==> src/acm_pkg.sv <==
// Package of register map, field positions and reset values for the counter/mask/control bank
package acm_pkg;
    // ****************************************
    // Register offsets
    // ****************************************
    localparam logic [7:0] OFF_CNT_LOW   = 8'h04;
    localparam logic [7:0] OFF_CNT_HIGH  = 8'h05;
    localparam logic [7:0] OFF_CNT_SEL   = 8'h06;
    localparam logic [7:0] OFF_INT_MASK  = 8'h07;
    localparam logic [7:0] OFF_EXT_CTRL  = 8'h08;
    localparam logic [7:0] OFF_INT_STAT  = 8'h01;
    // ****************************************
    // Field positions
    // ****************************************
    localparam int SEL_HEC_ERR   = 0;
    localparam int SEL_RX_CELL   = 1;
    localparam int SEL_TX_CELL   = 2;
    localparam int SEL_SYM_ERR   = 3;
    localparam int SEL_WIDTH     = 4;
    localparam int SRC_RX_OVF    = 0;
    localparam int SRC_SYM_ERR   = 1;
    localparam int SRC_SIG_CHG   = 2;
    localparam int SRC_TX_PAR    = 3;
    localparam int SRC_SHORT     = 4;
    localparam int SRC_HEC_CELL  = 5;
    localparam int SRC_WIDTH     = 6;
    localparam int CTRL_SW_RESET = 7;
    localparam int CTRL_LOOP_CLK = 6;
    localparam int CTRL_RSVD5    = 5;
    localparam int PORT_ADDR_LSB = 0;
    localparam int PORT_ADDR_W   = 5;
    // ****************************************
    // Reset values
    // ****************************************
    localparam logic [7:0] RST_CNT_SEL  = 8'h00;
    localparam logic [7:0] RST_INT_MASK = 8'h00;
    localparam logic [7:0] RST_EXT_CTRL = 8'h00;
    localparam logic [15:0] RST_COUNT   = 16'h0000;
endpackage : acm_pkg

==> src/acm_evt_if.sv <==
// Interface carrying event strobes and clears between the bank and its counters
`timescale 1ns/1ps
interface acm_evt_if;
    logic       sym_err;
    logic       hec_err;
    logic       rx_cell;
    logic       tx_cell;
    logic       sw_reset;
    logic [3:0] sel;
    logic [15:0] count;
    modport bank (output sym_err, output hec_err, output rx_cell, output tx_cell,
                  output sw_reset, output sel, input count);
    modport cnt  (input sym_err, input hec_err, input rx_cell, input tx_cell,
                  input sw_reset, input sel, output count);
endinterface : acm_evt_if

==> src/acm_counters.sv <==
// Four sixteen-bit event counters with selected readout
`timescale 1ns/1ps
module acm_counters #(
    parameter int CNT_W = 16
) (
    // Clock and reset
    input  wire logic clk_in,
    input  wire logic rstn_in,
    // Events and readout
    acm_evt_if.cnt    evt
);
    if (CNT_W != 16) begin : g_bad_width
        $error("acm_counters: CNT_W must be 16");
    end

    logic [CNT_W-1:0] cnt_reg [acm_pkg::SEL_WIDTH];
    logic [acm_pkg::SEL_WIDTH-1:0] inc;

    assign inc = {evt.sym_err, evt.tx_cell, evt.rx_cell & ~evt.hec_err, evt.hec_err};

    // ****************************************
    // Counting
    // ****************************************
    always_ff @(posedge clk_in or negedge rstn_in) begin
        if (!rstn_in) begin
            for (int i = 0; i < acm_pkg::SEL_WIDTH; i++) begin
                cnt_reg[i] <= acm_pkg::RST_COUNT;
            end
        end else if (evt.sw_reset) begin
            for (int i = 0; i < acm_pkg::SEL_WIDTH; i++) begin
                cnt_reg[i] <= acm_pkg::RST_COUNT;
            end
        end else begin
            for (int i = 0; i < acm_pkg::SEL_WIDTH; i++) begin
                if (inc[i]) begin
                    cnt_reg[i] <= cnt_reg[i] + 16'h0001;
                end
            end
        end
    end

    // ****************************************
    // Selected readout
    // ****************************************
    always_comb begin
        evt.count = 16'h0000;
        for (int i = 0; i < acm_pkg::SEL_WIDTH; i++) begin
            if (evt.sel[i]) begin
                evt.count = evt.count | cnt_reg[i];
            end
        end
    end
endmodule : acm_counters

==> src/acm_regs.sv <==
// Counter select, interrupt mask and extended control register bank
//
// Decided for this implementation: the plain strobed port.
`timescale 1ns/1ps
// Behaviour
// - Low-byte register reads bits 7:0 of the selected counter; resets zero.
// - High-byte register reads bits 15:8 of the selected sixteen-bit counter.
// - Write-only select: bit3 symbol errors, bit0 header checksum errors.
// - Selected receive cell counter never counts checksum-errored cells.
// - Six read/write mask bits, one per interrupt source; bits 7:6 reserved.
// - Mask one blocks a status bit from the pin; zero passes; reset zero.
// - Writing one to control bit 7 resets the device, then clears itself.
// - Control bit 6 picks transmit clock: zero local oscillator, one recovered.
// - Control bits 4:0 hold the five-bit cell-bus port address, reset zero.
// - Receive overflow status latches on a data push while buffer full, holds until cleared.
// - Undefined received symbol sets symbol-error status and bumps its count.
module acm_regs (
    // Clock and reset
    input  wire logic       clk_in,
    input  wire logic       rstn_in,
    // Register port
    input  wire logic [7:0] addr_in,
    input  wire logic [7:0] wdata_in,
    input  wire logic       wr_in,
    input  wire logic       rd_in,
    output logic      [7:0] rdata_out,
    // Receive and transmit events
    input  wire logic       rx_buf_full_in,
    input  wire logic       rx_data_push_in,
    input  wire logic       sym_invalid_in,
    input  wire logic       hec_err_in,
    input  wire logic       rx_cell_in,
    input  wire logic       tx_cell_in,
    input  wire logic       short_cell_in,
    input  wire logic       tx_parity_err_in,
    input  wire logic       sig_change_in,
    // Cell-bus address
    input  wire logic [4:0] cell_bus_addr_in,
    // Control outputs
    output logic            irq_out,
    output logic            sw_reset_out,
    output logic            loop_clk_sel_out,
    output logic      [4:0] port_addr_out,
    output logic            cell_bus_sel_out
);
    logic [7:0]                      rdata_reg;
    logic [acm_pkg::SEL_WIDTH-1:0]   sel_reg;
    logic [acm_pkg::SRC_WIDTH-1:0]   mask_reg;
    logic [acm_pkg::SRC_WIDTH-1:0]   stat_reg;
    logic [acm_pkg::SRC_WIDTH-1:0]   stat_set;
    logic                            loop_reg;
    logic                            rsvd5_reg;
    logic [acm_pkg::PORT_ADDR_W-1:0] paddr_reg;
    logic                            swrst_reg;
    logic                            irq_reg;
    logic                            csel_reg;
    logic                            stat_clr;

    acm_evt_if evt ();

    assign evt.sym_err  = sym_invalid_in;
    assign evt.hec_err  = hec_err_in;
    assign evt.rx_cell  = rx_cell_in;
    assign evt.tx_cell  = tx_cell_in;
    assign evt.sw_reset = swrst_reg;
    assign evt.sel      = sel_reg;

    acm_counters #(
        .CNT_W (16)
    ) u_counters (
        .clk_in  (clk_in),
        .rstn_in (rstn_in),
        .evt     (evt)
    );

    function automatic logic hit(input logic [7:0] a, input logic [7:0] off);
        return a == off;
    endfunction : hit

    // ****************************************
    // Counter select
    // ****************************************
    always_ff @(posedge clk_in or negedge rstn_in) begin
        if (!rstn_in) begin
            sel_reg <= acm_pkg::RST_CNT_SEL[acm_pkg::SEL_WIDTH-1:0];
        end else if (swrst_reg) begin
            sel_reg <= acm_pkg::RST_CNT_SEL[acm_pkg::SEL_WIDTH-1:0];
        end else if (wr_in && hit(addr_in, acm_pkg::OFF_CNT_SEL)) begin
            sel_reg <= wdata_in[acm_pkg::SEL_WIDTH-1:0];
        end
    end

    // ****************************************
    // Interrupt mask
    // ****************************************
    always_ff @(posedge clk_in or negedge rstn_in) begin
        if (!rstn_in) begin
            mask_reg <= acm_pkg::RST_INT_MASK[acm_pkg::SRC_WIDTH-1:0];
        end else if (swrst_reg) begin
            mask_reg <= acm_pkg::RST_INT_MASK[acm_pkg::SRC_WIDTH-1:0];
        end else if (wr_in && hit(addr_in, acm_pkg::OFF_INT_MASK)) begin
            mask_reg <= wdata_in[acm_pkg::SRC_WIDTH-1:0];
        end
    end

    // ****************************************
    // Extended control
    // ****************************************
    always_ff @(posedge clk_in or negedge rstn_in) begin
        if (!rstn_in) begin
            loop_reg  <= acm_pkg::RST_EXT_CTRL[acm_pkg::CTRL_LOOP_CLK];
            rsvd5_reg <= acm_pkg::RST_EXT_CTRL[acm_pkg::CTRL_RSVD5];
            paddr_reg <= acm_pkg::RST_EXT_CTRL[acm_pkg::PORT_ADDR_W-1:0];
        end else if (swrst_reg) begin
            loop_reg  <= acm_pkg::RST_EXT_CTRL[acm_pkg::CTRL_LOOP_CLK];
            rsvd5_reg <= acm_pkg::RST_EXT_CTRL[acm_pkg::CTRL_RSVD5];
            paddr_reg <= acm_pkg::RST_EXT_CTRL[acm_pkg::PORT_ADDR_W-1:0];
        end else if (wr_in && hit(addr_in, acm_pkg::OFF_EXT_CTRL)) begin
            loop_reg  <= wdata_in[acm_pkg::CTRL_LOOP_CLK];
            rsvd5_reg <= wdata_in[acm_pkg::CTRL_RSVD5];
            paddr_reg <= wdata_in[acm_pkg::PORT_ADDR_W-1:0];
        end
    end

    // Software reset pulse, one cycle, self-clearing
    always_ff @(posedge clk_in or negedge rstn_in) begin
        if (!rstn_in) begin
            swrst_reg <= 1'b0;
        end else begin
            swrst_reg <= wr_in && hit(addr_in, acm_pkg::OFF_EXT_CTRL) && wdata_in[acm_pkg::CTRL_SW_RESET];
        end
    end

    // ****************************************
    // Latched status
    // ****************************************
    assign stat_set[acm_pkg::SRC_RX_OVF]   = rx_buf_full_in & rx_data_push_in;
    assign stat_set[acm_pkg::SRC_SYM_ERR]  = sym_invalid_in;
    assign stat_set[acm_pkg::SRC_SIG_CHG]  = sig_change_in;
    assign stat_set[acm_pkg::SRC_TX_PAR]   = tx_parity_err_in;
    assign stat_set[acm_pkg::SRC_SHORT]    = short_cell_in;
    assign stat_set[acm_pkg::SRC_HEC_CELL] = hec_err_in;
    assign stat_clr = rd_in && hit(addr_in, acm_pkg::OFF_INT_STAT);

    always_ff @(posedge clk_in or negedge rstn_in) begin
        if (!rstn_in) begin
            stat_reg <= '0;
        end else if (swrst_reg) begin
            stat_reg <= '0;
        end else if (stat_clr) begin
            stat_reg <= stat_set;
        end else begin
            stat_reg <= stat_reg | stat_set;
        end
    end

    // ****************************************
    // Interrupt pin and cell-bus select
    // ****************************************
    always_ff @(posedge clk_in or negedge rstn_in) begin
        if (!rstn_in) begin
            irq_reg <= 1'b0;
        end else begin
            irq_reg <= |(stat_reg & ~mask_reg);
        end
    end

    always_ff @(posedge clk_in or negedge rstn_in) begin
        if (!rstn_in) begin
            csel_reg <= 1'b0;
        end else begin
            csel_reg <= cell_bus_addr_in == paddr_reg;
        end
    end

    // ****************************************
    // Read data
    // ****************************************
    always_ff @(posedge clk_in or negedge rstn_in) begin
        if (!rstn_in) begin
            rdata_reg <= 8'h00;
        end else if (rd_in) begin
            unique case (addr_in)
                acm_pkg::OFF_CNT_LOW:  rdata_reg <= evt.count[7:0];
                acm_pkg::OFF_CNT_HIGH: rdata_reg <= evt.count[15:8];
                acm_pkg::OFF_INT_MASK: rdata_reg <= {2'b00, mask_reg};
                acm_pkg::OFF_EXT_CTRL: rdata_reg <= {1'b0, loop_reg, rsvd5_reg, paddr_reg};
                acm_pkg::OFF_INT_STAT: rdata_reg <= {2'b00, stat_reg};
                default:               rdata_reg <= 8'h00;
            endcase
        end else begin
            rdata_reg <= 8'h00;
        end
    end

    assign rdata_out        = rdata_reg;
    assign irq_out          = irq_reg;
    assign sw_reset_out     = swrst_reg;
    assign loop_clk_sel_out = loop_reg;
    assign port_addr_out    = paddr_reg;
    assign cell_bus_sel_out = csel_reg;
endmodule : acm_regs

==> config.mk <==
export PLATFORM = sky130hd
export DESIGN_NAME = acm_regs
export DESIGN_NICKNAME = d
export VERILOG_FILES = /design/src/acm_pkg.sv /design/src/acm_evt_if.sv /design/src/acm_counters.sv /design/src/acm_regs.sv
export SDC_FILE = /design/constraint.sdc
export NUM_CORES = 1
export LEC_CHECK = 0
export ABC_AREA = 0
export BUFFER_PORTS_ARGS = -buffer_cell sky130_fd_sc_hd__buf_2
export CAP_MARGIN = 20
export CORE_UTILIZATION = 50
export CTS_CLUSTER_SIZE = 25
export DETAILED_ROUTE_END_ITERATION = 7
export PLACE_DENSITY = 0.75
export SYNTH_ARGS = -nofsm -noshare
export SYNTH_HDL_FRONTEND = slang
export SYNTH_HIERARCHICAL = 1
export SYNTH_SLANG_ARGS = --single-unit
==> constraint.sdc <==
create_clock -name clk_in -period 1.7 [get_ports clk_in]
set_input_delay 0.17 -clock clk_in [delete_from_list [all_inputs] [get_ports clk_in]]
set_output_delay 0.17 -clock clk_in [all_outputs]
set_load 0.01 [all_outputs]
Yosys cells after proc, flatten, opt, wreduce, memory -nomap -nowiden --
Index checks and enable logic that the tools add are counted.
Word-level totals: register bits 98, bits of input ports 34, output and inout bits 17, word-level logic and storage cells 70
Cells by class: $add $sub $neg 4, eq/ne operators 7, mux-type cells 23, bitwise gates (word level) 9, reduce and logical (&&, ||, !) cells 13
Operator list (number):
- $mux W16 | 8
- $add A16 B1 Y16 const B | 4
- $mux W64 | 1
- $or A16 B16 Y16 | 3
- $pmux W8 S5 | 1
- $eq A8 B3 Y1 const B | 4
- $mux W6 | 4
- $reduce_bool A2 Y1 | 7
- $mux W5 | 2
- $eq A8 B1 Y1 const B | 1
- $eq A8 B4 Y1 const B | 1
- $mux W4 | 2
- $mux W8 | 1
- $and A6 B6 Y6 | 1
- $not A6 Y6 | 1
- $or A6 B6 Y6 | 1
- $reduce_or A6 Y1 | 1
- $eq A5 B5 Y1 | 1
- $logic_and A1 B1 Y1 | 5
- $mux W1 | 4
- $and A1 B1 Y1 | 2
- $not A1 Y1 | 1

Depth between registers and ports, before layout --
depth after elaboration 9, mapped depth 7, depth with buffers taken out 5

Hierarchy --
The synthesis kept the hierarchy.
By module, submodules not included:
- acm_counters | times used 1, cells an instance 380, area each 3469.6 sq um, sequential area each 1601.5 sq um
- acm_regs | times used 1, cells an instance 165, area each 1721.7 sq um, sequential area each 850.8 sq um

Least setup slack after synthesis --
OpenSTA, ideal clock, no wires.
path kind flip-flop to flip-flop, from register u_counters/cnt_reg[0] (netlist bit), to register u_counters/cnt_reg[12] (netlist bit), library setup time 0.078 ns, data arrival time 1.663 ns, data required time 1.622 ns, slack -0.041 ns, stages on the path, launching flop included 6, buffers on the path 0, clock period less this slack 1.741 ns, path through dfrtp_1 ha_1 inv_1 or4_4 or3_1 a21oi_1
On the way: cells in the longest elaborated chain, start to end 3
RTL lines:
- start, declared | line acm_counters.sv:16 | logic [CNT_W-1:0] cnt_reg [acm_pkg::SEL_WIDTH];
- start signal, assigned by index | line acm_counters.sv:27 | cnt_reg[i] <= acm_pkg::RST_COUNT;
- start signal, assigned by index | line acm_counters.sv:31 | cnt_reg[i] <= acm_pkg::RST_COUNT;
- start signal, assigned by index | line acm_counters.sv:36 | cnt_reg[i] <= cnt_reg[i] + 16'h0001;
- $add A16 B1 Y16 | line acm_counters.sv:36
- $mux W16 | line acm_counters.sv:35 | if (inc[i]) begin
- $mux W64 | line acm_counters.sv:29 | end else if (evt.sw_reset) begin
Every way passes these cells. The select of a mux whose other input is x is not followed. A chain may end at the register's enable or synchronous reset.

Final worst setup path --
Same ends and word-level chain as after synthesis.

==> flow_summary.json <==
{
  "status": "completed",
  "switching_share_pct": 34.54,
  "syn_avg_cell_area_sq_um": 9.525,
  "clockBufferDepth": 2,
  "largest_reg_flops": 64,
  "tightest_slew_ps": 590.8,
  "p_sw_mw": 1.995,
  "finClkSkew_ps": 13.56,
  "maxSlewViolCount": 0,
  "route.met3.wl_um": 765,
  "min_path_type": "in2reg",
  "p_seq_share_pct": 54.2,
  "clock_latency_ps": 370,
  "io_buffer_count": 50,
  "die_h_um": 103.9,
  "path_max_fanout": 5,
  "vias_per_cell": 6.012,
  "io_pins": 51,
  "via_count": 4521,
  "maxSlewHeadroom_pct": 60.53,
  "drt-met1-wl_mm": 5.824,
  "tns_ps": 0,
  "period_share_pct": 99.36,
  "path_clk_slew_ps": 90,
  "gp_congestion": 0.9088,
  "ir_worst_vdd_uv": 592.2,
  "ys_async_sr_fraction_pct": 100.0,
  "detail-route-antenna-nets": 0,
  "hpwl_mm": 9.639,
  "die_w_um": 103.9,
  "synth_edf_count": 0,
  "intPower_mw": 3.782,
  "synth_seq_cells": 98,
  "startpoint_type": "register",
  "wl_met2_mm": 6.319,
  "period_minus_slack_ps": 1689,
  "powerDensity_nw_per_um2": 963.9,
  "synth_cells": 545,
  "hold_violations": 0,
  "numCtsBuffers": 9,
  "dpl.cell_count": 731,
  "required_ps": 2000,
  "netlist.area_leader.share_pct": 47.24,
  "highest_layer": "met4",
  "initial_core_util_pct": 52.39,
  "pwr-share-clk_pct": 23.7,
  "drt-initial-drc-count": 397,
  "finalSetupViolCount": 0,
  "cap_viol_max_count": 0,
  "worst-endpoint-arrival_ps": 1990,
  "total_power_mw": 5.778,
  "seq_area_sq_um": 2454,
  "fin_cells": 752,
  "placed_cell_area_sq_um": 5768,
  "fp.coreArea_sq_um": 9910,
  "dieArea_sq_um": 10790,
  "htreeDepth": 3,
  "yosys_warnings": 6,
  "overflow": 0,
  "ys.flop_type": "dfrtp_1",
  "nNetsFinal": 652,
  "drive_above_1_share_pct": 19.71,
  "antenna_found_initial": 0,
  "wirelength_mm": 13.24,
  "syn_area_sq_um": 5191,
  "groute.usage.overall_pct": 25.09,
  "cp-end-kind": "register",
  "multi_input_area_sq_um": 2569,
  "drcViolationCount": 0,
  "grt_max_degree": 38,
  "area_growth_pct": 15.47,
  "cts.sinks": 98,
  "synth.most_common_cell": "dfrtp_1",
  "crit_type": "reg2reg",
  "root_buffer": "clkbuf_8",
  "wl_per_cell_um": 17.60,
  "grt_pass1_vias": 4303,
  "final_cell_area_sq_um": 5995,
  "combPwrFrac_pct": 22.2,
  "fill_cells": 825,
  "syn-num-nets": 583,
  "power_leakage_nw": 2.748,
  "netlist-cell-type-count": 45,
  "synth_common_cells": "dfrtp_1, nor2_1, nand2_1",
  "grt_first_pass_wirelength_mm": 21.44,
  "seq_area_frac_synth_pct": 47.24,
  "rows": 36,
  "yosys-top-cells-area": "dfrtp_1, nor2_1, a22oi_1",
  "cts_tree": "built",
  "fin_hold_ws_ps": 12.33,
  "dr.pass1.iters": 5,
  "synth_top_area_cell": "dfrtp_1",
  "n_antenna_cell": 0,
  "timing.fmax_mhz": 592.0
}
[worst paths after layout]
kind                                                        start  slack [ps]  depth (start not counted)                                  to
worst max-delay path            u_counters/cnt_reg[0]$_DFFE_PN0P_          10                          5  u_counters/cnt_reg[12]$_DFFE_PN0P_
worst min-delay path                                sig_change_in          10                          3               stat_reg[2]$_DFF_PN0_
worst max register to register  u_counters/cnt_reg[0]$_DFFE_PN0P_          10                          5  u_counters/cnt_reg[12]$_DFFE_PN0P_
worst min register to register            mask_reg[0]$_DFFE_PN0P_         570                          2             mask_reg[0]$_DFFE_PN0P_
max in group asynchronous                                 rstn_in         870                          3              sw_reset_out$_DFF_PN0_
min in group asynchronous                                 rstn_in         270                          2  u_counters/cnt_reg[24]$_DFFE_PN0P_
[layout by cell type (no fill, tap or decap), types with 2 or more instances in the layout]
master / count
ha_1: 3
nor2_1: 83
nand2b_1: 2
nand4_1: 23
buf_2: 49
nor3_1: 15
mux2_2: 2
or3_4: 2
buf_4: 40
inv_1: 10
clkinv_2: 3
a22o_1: 12
and4_1: 4
xor2_1: 24
xnor2_1: 30
nor3b_1: 2
or3_1: 5
clkinv_4: 2
nand2_1: 44
and4b_1: 3
nand3_1: 16
clkbuf_8: 9
buf_12: 2
mux2i_1: 22
a21oi_1: 19
dfrtp_1: 97
and2_1: 2
nor4_1: 12
o21ai_0: 9
nor2b_1: 7
a21oi_2: 2
and3_1: 3
a22oi_1: 40
[cells by family after synthesis]
| family | after synthesis | synth area share [%] |
|---|---|---|
| AOI/OAI and AO/OA | 88 | 11.62 |
| muxes | 24 | 4.676 |
| buffers and inverters | 45 | 3.663 |
| and+or+nand+nor | 232 | 22.73 |
| DFF | 98 | 47.24 |
| xor gates and xnor gates | 54 | 9.111 |
| adders and majority gates | 4 | 0.9641 |
[power by group through the flow]
stage	Clock, mW	Sequential [mW]	Combinational (mW)
3_3_place_gp	0	3.13	1.15
4_1_cts	1.41	3.11	1.24
2_1_floorplan	0	3.01	0.778
6_report	1.37	3.13	1.28
3_5_place_dp	0	3.15	1.23
5_1_grt	1.49	3.17	1.42
[worst max-delay path: stages (launching register included)]
cell and delay, ps:
dfrtp_1 360, ha_2 200, inv_2 50, or4_4 540
or3_4 360, a21oi_2 140
[cell type report]
| class | instances | area share, % |
|---|---|---|
| clock buffer | 10 | 2.129 |
| tap | 133 | 2.776 |
| inverter | 11 | 0.6888 |
| timing repair buffer | 92 | 9.935 |
| sequential | 98 | 40.93 |
| clock inverter | 6 | 0.6888 |
| multi-input combinational | 402 | 42.85 |
[metal layers]
metal | vias to the layer above | global-route usage [%]
li1 | 2071 | -
met1 | 2253 | 35.04
met3 | 30 | 3.759
met4 | 0 | 9.184
met2 | 167 | 39.76
met5 | - | 0
[timing repair]
item,in CTS,in global routing
buffers inserted,0,4
hold endpoints to repair,29,0
hold buffers,1,0
gates resized for setup,0,5
endpoints found under the setup margin,0,3
[through the flow]
stage	utilization (%)	worst slack (ps)
global placement	58.21	96.33
detailed placement	58.21	53.75
finish	60.49	10.91
floorplan	-	17.12
CTS	60.01	54.50
global route	60.49	-22.83
Note: power is estimated with default switching activity, not from simulation.
